==> config.mk <==
export PLATFORM = sky130hd
export DESIGN_NAME = vtpg_top
export DESIGN_NICKNAME = d
export VERILOG_FILES = /design/src/design/vtpg_pkg.sv /design/src/design/vtpg_blk_mem.sv /design/src/design/vtpg_crc16.sv /design/src/design/vtpg_top.sv
export VERILOG_INCLUDE_DIRS = /design/src /design/src/design
export SDC_FILE = /design/constraint.sdc
export NUM_CORES = 1
export LEC_CHECK = 0
export BUFFER_PORTS_ARGS = -buffer_cell sky130_fd_sc_hd__buf_4
export CORE_MARGIN = 2
export CORE_UTILIZATION = 50
export CTS_BUF_LIST = sky130_fd_sc_hd__clkbuf_16
export CTS_CLUSTER_DIAMETER = 30
export DETAILED_ROUTE_END_ITERATION = 8
export PLACE_DENSITY_LB_ADDON = 0.3
export SLEW_MARGIN = 20
export SYNTH_ARGS = -nofsm -noshare
export SYNTH_HDL_FRONTEND = slang
export SYNTH_HIERARCHICAL = 1
export SYNTH_SLANG_ARGS = --single-unit
export TNS_END_PERCENT = 5
==> constraint.sdc <==
create_clock -name clk_i -period 4.8 [get_ports clk_i]
set_input_delay 0.72 -clock clk_i [delete_from_list [all_inputs] [get_ports clk_i]]
set_output_delay 0.72 -clock clk_i [all_outputs]
set_load 0.05 [all_outputs]
==> src/design/vtpg_defs.svh <==
// Purpose: Constants of the video test pattern generator
// Assumes: Included by its bare name
// Notes:   Definitions only
`ifndef VTPG_DEFS_SVH
`define VTPG_DEFS_SVH
// ----------------------------------------
// Bus word indices (byte address is four times the index)
// ----------------------------------------
`define VTPG_IDX_PAGE 10'h0b0
`define VTPG_IDX_OFFSET 10'h0b1
`define VTPG_IDX_DATA 10'h0b2
`define VTPG_PAGE_PGEN 8'h00
// ----------------------------------------
// Field offsets within the generator page
// ----------------------------------------
`define VTPG_OFS_STATUS 8'h00
`define VTPG_OFS_CTL 8'h01
`define VTPG_OFS_CFG 8'h02
`define VTPG_OFS_DI 8'h03
`define VTPG_OFS_LSIZE_HI 8'h04
`define VTPG_OFS_LSIZE_LO 8'h05
`define VTPG_OFS_BAR_HI 8'h06
`define VTPG_OFS_BAR_LO 8'h07
`define VTPG_OFS_ACT_HI 8'h08
`define VTPG_OFS_ACT_LO 8'h09
`define VTPG_OFS_TOT_HI 8'h0a
`define VTPG_OFS_TOT_LO 8'h0b
`define VTPG_OFS_PD_HI 8'h0c
`define VTPG_OFS_PD_LO 8'h0d
`define VTPG_OFS_VBP 8'h0e
`define VTPG_OFS_VFP 8'h0f
`define VTPG_OFS_BLK_HI4 4'h1
// ----------------------------------------
// Field positions and reset values
// ----------------------------------------
`define VTPG_CTL_EN 0
`define VTPG_CTL_SLOW 1
`define VTPG_CFG_FIXED 7
`define VTPG_CFG_NBAR_LSB 4
`define VTPG_CFG_BLK_LSB 0
`define VTPG_RST_BYTE 8'h00
`define VTPG_RST_WORD 16'h0000
// ----------------------------------------
// Colour bar bytes
// ----------------------------------------
`define VTPG_BAR0 8'haa
`define VTPG_BAR1 8'h33
`define VTPG_BAR2 8'hf0
`define VTPG_BAR3 8'h7f
`define VTPG_BAR4 8'h55
`define VTPG_BAR5 8'hcc
`define VTPG_BAR6 8'h0f
`define VTPG_BAR7 8'h80
// ----------------------------------------
// Timing
// ----------------------------------------
`define VTPG_CLK_MHZ 125
`define VTPG_UNIT_NS 10
`define VTPG_UNIT_SLOW_NS 20
`define VTPG_CLK_NS (1000 / `VTPG_CLK_MHZ)
// ----------------------------------------
// Packet format
// ----------------------------------------
`define VTPG_DT_FS 6'h00
`define VTPG_DT_FE 6'h01
`define VTPG_CRC_INIT 16'hffff
`define VTPG_CRC_POLY 16'h8408
`define VTPG_ECC_P0 24'hf12cb7
`define VTPG_ECC_P1 24'hf2555b
`define VTPG_ECC_P2 24'h749a6d
`define VTPG_ECC_P3 24'hb8e38e
`define VTPG_ECC_P4 24'hdf03f0
`define VTPG_ECC_P5 24'heffc00
`endif

==> src/design/vtpg_pkg.sv <==
// Purpose: Types of the video test pattern generator
// Assumes: Nothing
// Notes:   Constants live in vtpg_defs.svh
package vtpg_pkg;
   typedef struct packed {
      logic [7:0] ctl;
      logic [7:0] cfg;
      logic [7:0] di;
      logic [15:0] lsize;
      logic [15:0] bar;
      logic [15:0] act;
      logic [15:0] tot;
      logic [15:0] pd;
      logic [7:0] vbp;
      logic [7:0] vfp;
   } vtpg_cfg_t;
   typedef struct packed {
      logic valid;
      logic sop;
      logic eop;
      logic [7:0] data;
   } vtpg_byte_t;
   typedef enum logic [2:0] {
      ST_IDLE = 3'b000,
      ST_WAIT = 3'b001,
      ST_HDR = 3'b010,
      ST_PAY = 3'b011,
      ST_CRC = 3'b100
   } vtpg_state_t;
endpackage : vtpg_pkg

==> src/design/vtpg_blk_mem.sv <==
// Purpose: Sixteen byte fixed colour block store
// Assumes: One write and one read port
// Notes:   Read data comes from a register
`timescale 1ns/1ps
`default_nettype none
module vtpg_blk_mem import vtpg_pkg::*; (
   // Clock and reset
   input wire logic clk_i,
   input wire logic rst_i,
   // Write port
   input wire logic we_i,
   input wire logic [3:0] waddr_i,
   input wire logic [7:0] wdata_i,
   // Read port
   input wire logic [3:0] raddr_i,
   output logic [7:0] rdata_o
);
`include "vtpg_defs.svh"
   logic [7:0] mem_q [16];
   logic [7:0] mem_d [16];
   logic [7:0] rdata_q, rdata_d;
   genvar gi;
   generate
      for (gi = 0; gi < 16; gi++) begin : g_byte
         always_comb begin
            mem_d[gi] = (we_i && waddr_i == 4'(gi)) ? wdata_i : mem_q[gi];
         end
         always_ff @(posedge clk_i) begin
            mem_q[gi] <= rst_i ? `VTPG_RST_BYTE : mem_d[gi];
         end
      end
   endgenerate
   always_comb begin
      rdata_d = mem_q[raddr_i];
   end
   always_ff @(posedge clk_i) begin
      rdata_q <= rst_i ? `VTPG_RST_BYTE : rdata_d;
   end
   assign rdata_o = rdata_q;
endmodule : vtpg_blk_mem
`default_nettype wire

==> src/design/vtpg_crc16.sv <==
// Purpose: Byte serial payload checksum
// Assumes: Bits enter least significant first
// Notes:   Clear has priority over update
`timescale 1ns/1ps
`default_nettype none
module vtpg_crc16 import vtpg_pkg::*; (
   // Clock and reset
   input wire logic clk_i,
   input wire logic rst_i,
   // Data
   input wire logic clear_i,
   input wire logic en_i,
   input wire logic [7:0] data_i,
   output logic [15:0] crc_o
);
`include "vtpg_defs.svh"
   logic [15:0] crc_q, crc_d;
   function automatic logic [15:0] crc_byte(input logic [15:0] c, input logic [7:0] d);
      logic [15:0] r;
      r = c;
      for (int i = 0; i < 8; i++) begin
         r = (r[0] ^ d[i]) ? ((r >> 1) ^ `VTPG_CRC_POLY) : (r >> 1);
      end
      return r;
   endfunction : crc_byte
   always_comb begin
      crc_d = crc_q;
      if (clear_i) begin
         crc_d = `VTPG_CRC_INIT;
      end else if (en_i) begin
         crc_d = crc_byte(crc_q, data_i);
      end
   end
   always_ff @(posedge clk_i) begin
      crc_q <= rst_i ? `VTPG_CRC_INIT : crc_d;
   end
   assign crc_o = crc_q;
endmodule : vtpg_crc16
`default_nettype wire

==> src/design/vtpg_top.sv <==
// Purpose: Video test pattern generator feeding the serial camera transmitter
// Assumes: clk_i is the transmit clock at 125 MHz, one byte per clock
// Notes:   Registers reached through a paged indirect window on Wishbone
//
// Notes on behaviour
// - Bars one to three: 0xAA, 0x33, 0xF0
// - Bars four to six: 0x7F, 0x55, 0xCC
// - Bar seven 0x0F, bar eight 0x80; last enabled bar fills line
// - One, two, four or eight leading bars
// - Line length and bar width are programmable
// - Line headers carry programmed data type and channel
// - Active and total lines set frame length
// - Front porch blank lines before frame end
// - Back porch blank lines after frame start
// - Period unit 10 ns, 20 ns at slow rate
// - Runs on transmit clock, emits formatted packets
// - Colour bar or fixed colour pattern selectable
// - Fixed colour uses same frame geometry fields
// - Fixed colour bars alternate block and complement
// - Block up to sixteen bytes, repeats along line
// - Sixteen byte registers hold block values
// - Configuration lives on indirect page zero
//
// The implementer's own choices: the address map and the Wishbone register port.
`timescale 1ns/1ps
`default_nettype none
module vtpg_top import vtpg_pkg::*; (
   // Clock and reset
   input wire logic clk_i,
   input wire logic rst_i,
   // Wishbone slave
   input wire logic wb_cyc_i,
   input wire logic wb_stb_i,
   input wire logic wb_we_i,
   input wire logic [11:0] wb_adr_i,
   input wire logic [3:0] wb_sel_i,
   input wire logic [31:0] wb_dat_i,
   output logic [31:0] wb_dat_o,
   output logic wb_ack_o,
   // Packet stream to the transmitter
   output vtpg_byte_t pkt_o
);
`include "vtpg_defs.svh"
   // ----------------------------------------
   // Helpers
   // ----------------------------------------
   function automatic logic [5:0] ecc6(input logic [23:0] h);
      return {^(h & `VTPG_ECC_P5), ^(h & `VTPG_ECC_P4), ^(h & `VTPG_ECC_P3),
              ^(h & `VTPG_ECC_P2), ^(h & `VTPG_ECC_P1), ^(h & `VTPG_ECC_P0)};
   endfunction : ecc6
   function automatic logic [31:0] hdr_word(input logic [7:0] di, input logic [15:0] wc);
      return {2'b00, ecc6({wc, di}), wc, di};
   endfunction : hdr_word
   function automatic logic [7:0] bar_byte(input logic [2:0] b);
      logic [7:0] v;
      unique case (b)
         3'h0: v = `VTPG_BAR0;
         3'h1: v = `VTPG_BAR1;
         3'h2: v = `VTPG_BAR2;
         3'h3: v = `VTPG_BAR3;
         3'h4: v = `VTPG_BAR4;
         3'h5: v = `VTPG_BAR5;
         3'h6: v = `VTPG_BAR6;
         3'h7: v = `VTPG_BAR7;
      endcase
      return v;
   endfunction : bar_byte
   // ----------------------------------------
   // Register window
   // ----------------------------------------
   vtpg_cfg_t cfg_q, cfg_d;
   logic [7:0] page_q, page_d, off_q, off_d;
   logic ack_q, ack_d;
   logic [31:0] dat_q, dat_d;
   logic req, wr_lane, data_wr, mem_we;
   logic [9:0] idx;
   logic [7:0] field_rd;
   vtpg_state_t st_q, st_d;
   always_comb begin
      req = wb_cyc_i && wb_stb_i && !ack_q;
      idx = wb_adr_i[11:2];
      wr_lane = req && wb_we_i && wb_sel_i[0];
      data_wr = wr_lane && idx == `VTPG_IDX_DATA && page_q == `VTPG_PAGE_PGEN;
      mem_we = data_wr && off_q[7:4] == `VTPG_OFS_BLK_HI4;
      page_d = (wr_lane && idx == `VTPG_IDX_PAGE) ? wb_dat_i[7:0] : page_q;
      off_d = (wr_lane && idx == `VTPG_IDX_OFFSET) ? wb_dat_i[7:0] : off_q;
      cfg_d = cfg_q;
      if (data_wr) begin
         unique case (off_q)
            `VTPG_OFS_CTL: cfg_d.ctl = wb_dat_i[7:0];
            `VTPG_OFS_CFG: cfg_d.cfg = wb_dat_i[7:0];
            `VTPG_OFS_DI: cfg_d.di = wb_dat_i[7:0];
            `VTPG_OFS_LSIZE_HI: cfg_d.lsize[15:8] = wb_dat_i[7:0];
            `VTPG_OFS_LSIZE_LO: cfg_d.lsize[7:0] = wb_dat_i[7:0];
            `VTPG_OFS_BAR_HI: cfg_d.bar[15:8] = wb_dat_i[7:0];
            `VTPG_OFS_BAR_LO: cfg_d.bar[7:0] = wb_dat_i[7:0];
            `VTPG_OFS_ACT_HI: cfg_d.act[15:8] = wb_dat_i[7:0];
            `VTPG_OFS_ACT_LO: cfg_d.act[7:0] = wb_dat_i[7:0];
            `VTPG_OFS_TOT_HI: cfg_d.tot[15:8] = wb_dat_i[7:0];
            `VTPG_OFS_TOT_LO: cfg_d.tot[7:0] = wb_dat_i[7:0];
            `VTPG_OFS_PD_HI: cfg_d.pd[15:8] = wb_dat_i[7:0];
            `VTPG_OFS_PD_LO: cfg_d.pd[7:0] = wb_dat_i[7:0];
            `VTPG_OFS_VBP: cfg_d.vbp = wb_dat_i[7:0];
            `VTPG_OFS_VFP: cfg_d.vfp = wb_dat_i[7:0];
            default: cfg_d = cfg_q;
         endcase
      end
      unique case (off_q)
         `VTPG_OFS_STATUS: field_rd = {5'h00, st_q};
         `VTPG_OFS_CTL: field_rd = cfg_q.ctl;
         `VTPG_OFS_CFG: field_rd = cfg_q.cfg;
         `VTPG_OFS_DI: field_rd = cfg_q.di;
         `VTPG_OFS_LSIZE_HI: field_rd = cfg_q.lsize[15:8];
         `VTPG_OFS_LSIZE_LO: field_rd = cfg_q.lsize[7:0];
         `VTPG_OFS_BAR_HI: field_rd = cfg_q.bar[15:8];
         `VTPG_OFS_BAR_LO: field_rd = cfg_q.bar[7:0];
         `VTPG_OFS_ACT_HI: field_rd = cfg_q.act[15:8];
         `VTPG_OFS_ACT_LO: field_rd = cfg_q.act[7:0];
         `VTPG_OFS_TOT_HI: field_rd = cfg_q.tot[15:8];
         `VTPG_OFS_TOT_LO: field_rd = cfg_q.tot[7:0];
         `VTPG_OFS_PD_HI: field_rd = cfg_q.pd[15:8];
         `VTPG_OFS_PD_LO: field_rd = cfg_q.pd[7:0];
         `VTPG_OFS_VBP: field_rd = cfg_q.vbp;
         `VTPG_OFS_VFP: field_rd = cfg_q.vfp;
         default: field_rd = `VTPG_RST_BYTE;
      endcase
      ack_d = req;
      dat_d = dat_q;
      if (req && !wb_we_i) begin
         if (idx == `VTPG_IDX_PAGE) begin
            dat_d = {24'h000000, page_q};
         end else if (idx == `VTPG_IDX_OFFSET) begin
            dat_d = {24'h000000, off_q};
         end else if (idx == `VTPG_IDX_DATA && page_q == `VTPG_PAGE_PGEN) begin
            dat_d = {24'h000000, field_rd};
         end else begin
            dat_d = 32'h00000000;
         end
      end
   end
   always_ff @(posedge clk_i) begin
      if (rst_i) begin
         cfg_q <= '0;
         page_q <= `VTPG_RST_BYTE;
         off_q <= `VTPG_RST_BYTE;
         ack_q <= 1'b0;
         dat_q <= 32'h00000000;
      end else begin
         cfg_q <= cfg_d;
         page_q <= page_d;
         off_q <= off_d;
         ack_q <= ack_d;
         dat_q <= dat_d;
      end
   end
   assign wb_ack_o = ack_q;
   assign wb_dat_o = dat_q;
   // ----------------------------------------
   // Line period timer
   // ----------------------------------------
   logic [4:0] acc_q, acc_d, unit_ns, acc_sum;
   logic [15:0] pd_cnt_q, pd_cnt_d;
   logic en, tick, line_start;
   always_comb begin
      en = cfg_q.ctl[`VTPG_CTL_EN];
      unit_ns = cfg_q.ctl[`VTPG_CTL_SLOW] ? 5'(`VTPG_UNIT_SLOW_NS) : 5'(`VTPG_UNIT_NS);
      acc_sum = acc_q + 5'(`VTPG_CLK_NS);
      tick = acc_sum >= unit_ns;
      acc_d = tick ? acc_sum - unit_ns : acc_sum;
      line_start = 1'b0;
      pd_cnt_d = pd_cnt_q;
      if (tick) begin
         if (pd_cnt_q + 16'h0001 >= cfg_q.pd) begin
            pd_cnt_d = 16'h0000;
            line_start = 1'b1;
         end else begin
            pd_cnt_d = pd_cnt_q + 16'h0001;
         end
      end
      if (!en) begin
         acc_d = 5'h00;
         pd_cnt_d = 16'h0000;
      end
   end
   always_ff @(posedge clk_i) begin
      acc_q <= rst_i ? 5'h00 : acc_d;
      pd_cnt_q <= rst_i ? 16'h0000 : pd_cnt_d;
   end
   // ----------------------------------------
   // Packet sequencer
   // ----------------------------------------
   logic pend_q, pend_d, long_q, long_d, crc_clr, crc_en;
   logic [15:0] line_q, line_d, cnt_q, cnt_d, inbar_q, inbar_d;
   logic [31:0] hdr_q, hdr_d;
   logic [2:0] bar_q, bar_d, bar_last;
   logic [3:0] blk_q, blk_d;
   logic [7:0] pay, mem_rd;
   logic [15:0] crc;
   logic [17:0] act_end, fe_line, line_x;
   logic fixed;
   vtpg_byte_t out_q, out_d;
   always_comb begin
      fixed = cfg_q.cfg[`VTPG_CFG_FIXED];
      bar_last = 3'((4'h1 << cfg_q.cfg[`VTPG_CFG_NBAR_LSB +: 2]) - 4'h1);
      line_x = {2'b00, line_q};
      act_end = {10'h000, cfg_q.vbp} + {2'b00, cfg_q.act};
      fe_line = act_end + {10'h000, cfg_q.vfp} + 18'h00001;
      pay = fixed ? (mem_rd ^ {8{bar_q[0]}}) : bar_byte(bar_q);
      st_d = st_q;
      pend_d = pend_q;
      long_d = long_q;
      line_d = line_q;
      cnt_d = cnt_q;
      hdr_d = hdr_q;
      bar_d = bar_q;
      inbar_d = inbar_q;
      blk_d = blk_q;
      crc_clr = 1'b0;
      crc_en = 1'b0;
      out_d = '0;
      unique case (st_q)
         ST_IDLE: begin
            if (en) begin
               st_d = ST_WAIT;
               pend_d = 1'b1;
               line_d = 16'h0000;
            end
         end
         ST_WAIT: begin
            if (pend_q) begin
               pend_d = 1'b0;
               line_d = (line_q + 16'h0001 >= cfg_q.tot) ? 16'h0000 : line_q + 16'h0001;
               cnt_d = 16'h0000;
               if (line_q == 16'h0000) begin
                  hdr_d = hdr_word({cfg_q.di[7:6], `VTPG_DT_FS}, 16'h0000);
                  long_d = 1'b0;
                  st_d = ST_HDR;
               end else if (line_x > {10'h000, cfg_q.vbp} && line_x <= act_end) begin
                  hdr_d = hdr_word(cfg_q.di, cfg_q.lsize);
                  long_d = 1'b1;
                  st_d = ST_HDR;
               end else if (line_x == fe_line) begin
                  hdr_d = hdr_word({cfg_q.di[7:6], `VTPG_DT_FE}, 16'h0000);
                  long_d = 1'b0;
                  st_d = ST_HDR;
               end
            end
         end
         ST_HDR: begin
            out_d = '{valid: 1'b1, sop: cnt_q == 16'h0000, eop: !long_q && cnt_q == 16'h0003,
                      data: hdr_q[7:0]};
            hdr_d = hdr_q >> 8;
            cnt_d = cnt_q + 16'h0001;
            crc_clr = 1'b1;
            bar_d = 3'h0;
            inbar_d = 16'h0000;
            blk_d = 4'h0;
            if (cnt_q == 16'h0003) begin
               cnt_d = 16'h0000;
               st_d = !long_q ? ST_WAIT : (cfg_q.lsize == 16'h0000 ? ST_CRC : ST_PAY);
            end
         end
         ST_PAY: begin
            out_d = '{valid: 1'b1, sop: 1'b0, eop: 1'b0, data: pay};
            crc_en = 1'b1;
            cnt_d = cnt_q + 16'h0001;
            inbar_d = inbar_q + 16'h0001;
            // Only bar width matters here; whole-block widths are left to software
            if (inbar_q + 16'h0001 >= cfg_q.bar && bar_q < bar_last) begin
               bar_d = bar_q + 3'h1;
               inbar_d = 16'h0000;
            end
            blk_d = (blk_q >= cfg_q.cfg[`VTPG_CFG_BLK_LSB +: 4]) ? 4'h0 : blk_q + 4'h1;
            if (cnt_q + 16'h0001 >= cfg_q.lsize) begin
               cnt_d = 16'h0000;
               st_d = ST_CRC;
            end
         end
         ST_CRC: begin
            out_d = '{valid: 1'b1, sop: 1'b0, eop: cnt_q[0], data: cnt_q[0] ? crc[15:8] : crc[7:0]};
            cnt_d = cnt_q + 16'h0001;
            if (cnt_q[0]) begin
               cnt_d = 16'h0000;
               st_d = ST_WAIT;
            end
         end
         default: st_d = ST_IDLE;
      endcase
      // A start during a packet is held and served once the packet ends
      if (line_start) begin
         pend_d = 1'b1;
      end
      if (!en) begin
         st_d = ST_IDLE;
         pend_d = 1'b0;
         out_d = '0;
      end
   end
   always_ff @(posedge clk_i) begin
      if (rst_i) begin
         st_q <= ST_IDLE;
         pend_q <= 1'b0;
         long_q <= 1'b0;
         line_q <= 16'h0000;
         cnt_q <= 16'h0000;
         hdr_q <= 32'h00000000;
         bar_q <= 3'h0;
         inbar_q <= 16'h0000;
         blk_q <= 4'h0;
         out_q <= '0;
      end else begin
         st_q <= st_d;
         pend_q <= pend_d;
         long_q <= long_d;
         line_q <= line_d;
         cnt_q <= cnt_d;
         hdr_q <= hdr_d;
         bar_q <= bar_d;
         inbar_q <= inbar_d;
         blk_q <= blk_d;
         out_q <= out_d;
      end
   end
   assign pkt_o = out_q;
   // ----------------------------------------
   // Block store and checksum
   // ----------------------------------------
   vtpg_blk_mem u_mem (
      .clk_i(clk_i),
      .rst_i(rst_i),
      .we_i(mem_we),
      .waddr_i(off_q[3:0]),
      .wdata_i(wb_dat_i[7:0]),
      .raddr_i(blk_d),
      .rdata_o(mem_rd)
   );
   vtpg_crc16 u_crc (
      .clk_i(clk_i),
      .rst_i(rst_i),
      .clear_i(crc_clr),
      .en_i(crc_en),
      .data_i(pay),
      .crc_o(crc)
   );
endmodule : vtpg_top
`default_nettype wire

# Word-level counts from Yosys, hierarchy flattened

Memory sizes are Yosys's and may differ from the RTL's. A register that Yosys moved wholly into a read port is not among the register bits.
Cells that the tools add are included.

Register bits: 309
RAM bits: 128
Memory bits (read-only): 64
Input port bits: 53
Output and inout port bits: 44
Word-level logic and storage cells: 311
Memories: 2

$add $sub $neg: 12
Order comparisons: 9
Eq/ne operators: 63
Shift-type cells: 1
Mux-type cells: 91
Bitwise operators: 18
Reduce and logical (&&, ||, !) cells: 80

Memory list:

| memory           | words | width | read ports | clocked after memory_dff | write ports | RTL line           | source |
|---|---|---|---|---|---|---|---|
| u_mem.mem_q      | 16    | 8     | 1          | 1                        | 16          | vtpg_blk_mem.sv:19 | `logic [7:0] mem_q [16];` |
| (name not given) | 8     | 8     | 1          | 1                        | 0           | vtpg_top.sv:56     | `unique case (b)` |

Operators with widths:

| cell                                                                   | number |
|---|---|
| 8-bit two-way mux                                                      | 37 |
| 16-bit two-way mux                                                     | 17 |
| 24-bit parity                                                          | 11 |
| 32-bit two-way mux                                                     | 4 |
| 8-bit one-hot mux with 16 select lines                                 | 1 |
| 16-bit by 1-bit adder with 16-bit output, second input constant        | 4 |
| 8-bit by 4-bit equality test with 1-bit output, second input constant  | 8 |
| 16-bit greater-or-equal comparator                                     | 4 |
| 16-bit one-hot mux with 2 select lines                                 | 2 |
| 16-bit one-hot mux with 4 select lines                                 | 1 |
| 32-bit one-hot mux with 2 select lines                                 | 1 |
| 16-bit logical NOT                                                     | 3 |
| 2-bit inequality test, second input constant                           | 22 |
| 3-bit two-way mux                                                      | 12 |
| 2-bit AND reduction                                                    | 17 |
| 11-bit one-hot mux with 3 select lines                                 | 1 |
| 4-bit equality test, second input constant                             | 8 |
| 8-bit by 3-bit equality test with 1-bit output, second input constant  | 4 |
| 10-bit by 8-bit equality test with 1-bit output, second input constant | 3 |
| 1-bit logical AND                                                      | 30 |
| 2-bit NOT with 3-bit output                                            | 8 |
| 17-bit by 8-bit adder with 18-bit output                               | 1 |
| 18-bit by 1-bit adder with 18-bit output, second input constant        | 1 |
| 16-bit by 18-bit equality test with 1-bit output                       | 1 |
| other kinds (42)                                                       | 73 |

# Logic depth before layout (Yosys ltp)

Gate-level depths: netlist of the first run.

Word-level depth: 18
Mapped depth: 22
Gate-level depth less buffers: 21

# Cells and area by module

Netlist of the first run, hierarchy kept.

By module, submodules not included:

| module       | instances | cells each | area each (um^2) | seq. area each (um^2) |
|---|---|---|---|---|
| vtpg_top     | 1         | 2187       | 17235.3          | 5485.3 |
| vtpg_blk_mem | 1         | 288        | 5388.9           | 4003.8 |
| vtpg_crc16   | 1         | 82         | 893.4            | 320.3 |

# Worst setup path after synthesis of the first run

No wires, ideal clock.

Path kind: register to register
Start: register cfg_q[8] (netlist name)
End: register hdr_q[25]
Setup time: 0.121 ns
Data arrival time: 4.775 ns
Data required time: 4.679 ns
Path slack: -0.097 ns
Stages on the path, launching flop included: 21
Path buffers: 1
Period minus slack after synthesis: 4.897 ns
Cell sequence: dfxtp_1 ha_1 inv_1 fa_1 nand2b_1 a21oi_2 nor2_1 xnor2_1 ha_1 a21oi_1 nand2_1 a21oi_1 a32oi_2 xnor2_1 mux2_1 or4b_1 or4b_4 o31ai_4 a21oi_2 buf_6 mux2_4

Cells in the longest elaborated chain, start to end: 7
Elaborated cells between the ends (all ways): 13
Classes of those cells: add/sub (3); order compare (2); eq/ne (2); mux (4); reduce/logical (2)

RTL lines:

| what                                                                             | RTL line        | source |
|---|---|---|
| start, declared                                                                  | vtpg_top.sv:71  | `vtpg_cfg_t cfg_q, cfg_d;` |
| start signal, assigned                                                           | vtpg_top.sv:149 | `cfg_q <= cfg_d;` |
| branches (longest 7 deep; another with 17-bit by 8-bit adder with 18-bit output) | -               |  |
| end signal, assigned                                                             | vtpg_top.sv:317 | `hdr_q <= hdr_d;` |
| end, declared                                                                    | vtpg_top.sv:194 | `logic [31:0] hdr_q, hdr_d;` |

Parallel ways; which one is timed is not known. The select of a mux whose other input is x is not followed.
A chain may end at the register's enable or synchronous reset.

# Worst setup path in the final report of the first run

Start: register cfg_q[8] (netlist name)
End: register hdr_q[8]

Same word-level chain as after synthesis.

==> impl_metrics.py, run 1 <==
metrics = {
    "outcome": {
        "status": "complete, but fails checks",
        "violations": "negative setup slack",
    },
    "worst_setup_path": {
        "critical_path_class": "reg -> reg",
        "crit_arrival_ns": 5.39,
        "path_max_fanout": 5,
        "cp-end-kind": "flip-flop",
        "startpoint": "cfg_q[8]",
        "r2r-start": "cfg_q[8]",
        "r2r_end": "hdr_q[8]",
        "critical_path_required_ns": 5.32,
        "cp-endpoint": "hdr_q[8]",
        "worst_setup_path_start_kind": "flip-flop",
        "r2r_slack_ns": -0.06,
        "ff2ff_path_depth": 20,
    },
    "power": {
        "cellPowerDensity_nw_per_um2": 398,
        "power_mw": 11.3,
        "irDropWorstVdd_mv": 0.369,
        "p_leak_nw": 11.1,
    },
    "layout": {
        "areaGrowthSynthToFinish_pct": 20.8,
        "n_antenna_cell": 0,
        "layout.nets": 2844,
        "final_util": 0.612,
        "drive_above_1_share": 0.138,
    },
    "run": {
        "max-cap-violations": 0,
    },
    "sta": {
        "skew_ns": 0.0626,
        "slew_viol_final": 0,
        "holdWs_ns": 0.455,
        "max_freq_mhz": 206,
        "period_share": 1.01,
        "finalSetupViolations": 20,
        "hold_violations": 0,
        "grt_setup_unrepaired": "yes",
        "tightest_slew_ns": 1.09,
        "slew_headroom": 0.256,
        "final.min_clock_period_ns": 4.86,
        "fin_ws_ns": -0.0647,
    },
    "drt": {
        "vias_per_cell": 5.94,
        "drt_iter0_markers": 2050,
        "dr.pass1.iters": 8,
        "drt_wl_total_um": 69900,
        "via_count": 19859,
        "drcViolationCount": 0,
        "wire_per_inst_um": 20.9,
        "ant_nets": 0,
    },
    "floorplanning": {
        "io_pins": 97,
        "rows": 79,
        "fp.dieH_um": 221,
        "core_um2": 46500,
        "die-width_um": 221,
        "fp.dieArea_um2": 48800,
        "start_util": 0.506,
    },
    "yosys": {
        "netlist_top_cells_area": "dfxtp_1 25%, edfxtp_1 16%, ha_1 7.2%, nand2_1 6.3%, a21oi_1 4.7%",
        "synth.most_common_cell": "nand2_1",
        "synth_edf_count": 128,
        "netlist_area_um2": 23500,
        "synth.ff_latch_count": 426,
        "yosysWarnings": 6,
        "synth_area_leader_cell": "dfxtp_1",
        "netlist.area_leader.share": 0.254,
        "netlist_instances": 2557,
        "ys_top_cells_by_count": "396 x nand2_1, 298 x dfxtp_1, 223 x a21oi_1",
        "synth_area_per_cell_um2": 9.20,
        "ys_seq_area_frac": 0.417,
        "synth_ff_type": "dfxtp_1",
        "synth_cell_type_count": 89,
        "ys_async_sr_fraction": 0,
    },
    "clock_tree": {
        "clock_latency_ns": 0.66,
        "clockBufferDepth": 3,
        "cts_max_level": 3,
        "cts_tree": "built",
        "postCtsHoldBufs": 0,
        "cts.root.buffer_cell": "clkbuf_16",
        "numClockSinks": 426,
        "cts.clk_slew.worst_paths_ns": 0.04,
        "cts_made_buffers": 99,
    },
    "global_routing": {
        "grt_max_degree": 100,
        "grt_pass1_wl_um": 109000,
        "grt_pass1_vias": 19301,
        "grt.total_usage": 0.279,
        "gr-total-overflow": 0,
        "antenna_found_initial": 0,
    },
    "placed_design": {
        "dpl.hpwl_um": 48600,
        "routabilityCongestion": 0.959,
        "port_buffers": 43,
    },
    "hold_path": {
        "hold_path.class": "reg -> reg",
    },
}
-- logic make-up (layout without fill, tap and decap cells) --
group                      count (synthesis)  in the layout  share of synthesized area
muxes                                    107            107                     0.0566
and+or+nand+nor                          845            845                      0.161
DFF                                      426            426                      0.417
xor gates and xnor gates                 191            191                     0.0777
adders and majority gates                139            139                     0.0749
buffers and inverters                    277            429                     0.0511
AOI/OAI and AO/OA                        571            573                      0.161
other                                      1             24                   0.000159
-- through the flow --
step                      instances  TNS [ns]  setup WS [ns]  cell area (um^2)
after floorplan                2580         0        0.00830             23700
after global placement         3148     -1.02        -0.0728             24600
after detailed placement       3148     -4.13         -0.190             24600
after CTS                      3335    -0.125        -0.0179             28300
after global routing           3341     -6.93         -0.277             28400
final                          3341    -0.615        -0.0647             28400
-- where the power goes --
group          switching (mW)  internal [mW]  total (mW)
registers              0.0253           3.82        3.85
logic                   0.193         0.0598       0.252
clock network            2.21           5.01        7.21
-- final cells by class --
cell class | count | area [um^2]
Clock buffer | 101 | 2530
Fill cell | 3832 | 18000
Tap cell | 607 | 759
Timing Repair Buffer | 125 | 1000
Clock inverter | 82 | 1090
Inverter | 121 | 454
Sequential cell | 426 | 9820
Multi-Input combinational cell | 1879 | 12800
-- worst max-delay path: stages, from the launching register on --
cell      delay, ns
dfxtp_2        0.33
ha_4           0.16
buf_4          0.14
a211oi_4       0.26
o21ai_2        0.13
a21o_1         0.20
a21o_1         0.18
xor2_2         0.15
ha_1           0.31
nand2_1        0.06
nor2_1         0.12
o21ai_2        0.09
a32oi_2        0.20
xnor2_1        0.15
mux2_1         0.33
or4b_1         0.52
or4b_4         0.53
o31ai_4        0.27
buf_12         0.18
a21oi_4        0.11
mux2_4         0.34
-- what timing repair did --
action	CTS	global route
pin swaps	8	27
gates resized for setup	2	24
setup buffers	3	5
endpoints found under the hold margin	0	0
gates cloned	1	1
endpoints found under the setup margin	31	39
-- cells in the final DEF (no fill, tap or decap), drive strengths merged, types with 36 or more instances in the layout --
cell type,netlist,final
nand2,396,396
nand3,52,52
a21oi,225,227
clkinv,1,36
nor2b,36,36
o21ai,51,51
and3,47,47
inv,120,134
a21o,54,54
clkbuf,106,101
dfxtp,298,298
buf,50,125
nor2,174,174
ha,136,136
mux2i,74,74
xnor2,115,115
edfxtp,128,128
xor2,66,66
a22oi,74,74
-- routing by layer --
layer  up-vias  track usage  share of wire
li1       9235            -              -
met3       156       0.0485          0.081
met2       860        0.449           0.46
met1      9608        0.376           0.43
met4         0        0.103          0.029
met5         -            0              0
-- sequential cells by signal, summed over array words and instances (netlist names), 11 cells and up, named ones only --
| name | count |
|---|---|
| u_mem/mem_q | 128 |
| cfg_q | 120 |
| hdr_q | 30 |
| cnt_q | 16 |
| inbar_q | 16 |
| line_q | 16 |
| pd_cnt_q | 16 |
| u_crc/crc_o | 16 |
| pkt_o | 11 |
-- worst min-delay path by stage --
stage / slack [ns] / to / cells past startpoint / startpoint
CTS: 0.46 / wb_dat_o[0] / 2 / wb_dat_o[0]
global placement: 0.44 / cfg_q[117] / 2 / cfg_q[117]
finish: 0.45 / wb_dat_o[0] / 2 / wb_dat_o[0]
floorplan: 0.43 / cfg_q[117] / 2 / cfg_q[117]
global route: 0.47 / wb_dat_o[0] / 2 / wb_dat_o[0]
detailed placement: 0.45 / wb_dat_o[0] / 2 / wb_dat_o[0]
Power figures use the tool's default switching activity.
==> run 2: changes to the inputs <==
BUFFER_PORTS_ARGS = unset   (was -buffer_cell sky130_fd_sc_hd__buf_4)
DONT_BUFFER_PORTS = 1   (was unset)
==> run 2 against run 1 <==
  * The run now ends clean
  * Sequential power hardly changed
  * Die area stayed put
  * Global-route usage is 0.36 points lower
  * Clock power is 6.7% lower
  * Hold slack worse by 0.24 ns
  * Power is 5.0% lower
  * Largest cell class unchanged
==> impl_metrics.py, run 2 (synthesized netlist as in run 1, its figures left out) <==
metrics = {
    "outcome": {
        "status": "finished clean",
    },
    "worst_setup_path": {
        "critical_path_required_ns": 5.31,
        "path_cells": "ha_4 > buf_4 > a211oi_4 > o21ai_2 > a21o_1 > a21o_1 > xor2_1 > ha_1 > nand2_1 > nor2_2 > o21ai_2 > a32oi_2 > xnor2_1 > mux2_1 > or4b_1 > or4b_4 > o31ai_4 > buf_6 > a21oi_4 > mux2_4",
        "cp_num_buf_inv": 2,
        "critPathSlowestCell": "or4b_4",
        "cp_top_family": "compound AO/OA/AOI/OAI gates",
        "ff2ff_path_depth": 20,
        "worst_setup_path_start_kind": "flip-flop",
        "crit_arrival_ns": 5.22,
        "r2r_slack_ns": 0.1,
        "cp-end-kind": "flip-flop",
        "r2r-start": "cfg_q[48]",
        "critical_path_class": "reg -> reg",
        "critical_path.max_stage_delay_ns": 0.53,
        "path_max_fanout": 8,
        "cp.depth": 20,
        "r2r_end": "hdr_q[26]",
    },
    "global_routing": {
        "grt_max_degree": 246,
        "gr-total-overflow": 0,
        "grt_pass1_vias": 18983,
        "grt.total_usage": 0.275,
        "antenna_found_initial": 0,
        "grt_pass1_wl_um": 107000,
    },
    "layout": {
        "layout.nets": 2795,
        "top_register": "u_mem/mem_q",
        "final_cell_area_um2": 27800,
        "final_common_cell": "nand2_1",
        "final_util": 0.599,
        "areaGrowthSynthToFinish_pct": 18.2,
        "reg.largest.list": "u_mem/mem_q x128, cfg_q x120, hdr_q x30",
        "drive_above_1_share": 0.119,
        "largest_reg_flops": 128,
        "n_antenna_cell": 0,
        "final_cell_mix": "395 x nand2_1, 294 x dfxtp_1, 221 x a21oi_1, 170 x nor2_1, 133 x ha_1",
    },
    "drt": {
        "vias_per_cell": 6.01,
        "via_count": 19759,
        "drt_iter0_markers": 1861,
        "wire_per_inst_um": 21.1,
        "ant_nets": 0,
        "drt_wl_total_um": 69500,
        "dr.pass1.iters": 5,
        "drcViolationCount": 0,
    },
    "sta": {
        "grt_setup_unrepaired": "yes",
        "slew_viol_final": 0,
        "tightest_slew_ns": 1.11,
        "skew_ns": 0.0519,
        "slew_headroom": 0.261,
        "finalSetupViolations": 0,
        "holdWs_ns": 0.214,
        "final.min_clock_period_ns": 4.70,
        "max_freq_mhz": 213,
        "hold_violations": 0,
        "period_share": 0.980,
        "fin_tns_setup_ns": 0,
    },
    "hold_path": {
        "min_from": "wb_dat_i[6]",
        "hold_path.class": "in -> reg",
        "hold_path_end": "cfg_q[78]",
        "min_path_cells": 2,
    },
    "run": {
        "max-cap-violations": 0,
    },
    "placed_design": {
        "routabilityCongestion": 0.954,
        "dpl.hpwl_um": 47800,
        "dpl_cell_area_um2": 24300,
        "port_buffers": 0,
    },
    "clock_tree": {
        "cts_max_level": 3,
        "clockBufferDepth": 3,
        "cts_made_buffers": 94,
        "clock_latency_ns": 0.65,
        "postCtsHoldBufs": 0,
        "cts.clk_slew.worst_paths_ns": 0.05,
        "cts_tree": "built",
        "numClockSinks": 426,
        "cts.root.buffer_cell": "clkbuf_16",
    },
    "floorplanning": {
        "start_util": 0.506,
        "fp.dieArea_um2": 48800,
        "core_um2": 46500,
        "fp.dieH_um": 221,
        "die-width_um": 221,
        "rows": 79,
        "io_pins": 97,
    },
    "power": {
        "cellPowerDensity_nw_per_um2": 387,
        "irDropWorstVdd_mv": 0.367,
        "p_leak_nw": 10.8,
        "power_mw": 10.7,
    },
}
[run 2: cell types whose count changed in the layout (fill, tap and decap cells not counted), sizes merged]
cell,previous run,this run
buf,125,82
clkbuf,101,95
bufinv,22,19
clkinv,36,39
clkinvlp,11,8
a21oi,227,226
[run 2: routing by layer]
metal	part of all wire	vias to the layer above	GRT usage
li1	-	9149	-
met1	0.41	9532	0.361
met2	0.47	913	0.451
met3	0.084	165	0.0527
met4	0.032	0	0.103
met5	0	-	0
[run 2: per-stage QoR]
stage | setup slack (ns) | instances
6_report | 0.0980 | 3288
5_1_grt | -0.0395 | 3288
4_1_cts | 0.0102 | 3286
3_5_place_dp | -0.155 | 3110
3_3_place_gp | -0.0407 | 3110
2_1_floorplan | 0.00830 | 2580
[run 2: power by group]
group	internal [mW]	switching, mW
combinational	0.0464	0.120
clock	4.61	2.12
sequential	3.82	0.0279
total	8.48	2.27
[run 2: repair_timing]
action	in CTS	in global routing
endpoints found under the setup margin	28	38
pin swaps	3	8
resized for setup	3	15
setup buffers	1	2
gates cloned	1	0
[run 2: layout make-up]
cell class | instances | area, um^2
fillers | 3857 | 18700
multi-input cells | 1878 | 12800
flip-flops and latches | 426 | 9810
clock buffers | 95 | 2380
clock inverters | 79 | 983
well taps | 607 | 759
repair buffers | 82 | 652
inverters | 121 | 454
[run 2: how the worst max path moves through the flow]
stage                          start   endpoint  slack [ns]
after floorplan            cfg_q[48]  hdr_q[25]       0.008
after global placement      cfg_q[9]  hdr_q[10]       -0.04
after detailed placement    cfg_q[9]  hdr_q[17]       -0.16
after CTS                  cfg_q[48]  hdr_q[28]        0.01
after global routing      inbar_q[0]  flip-flop       -0.04
final                      cfg_q[48]  hdr_q[26]         0.1
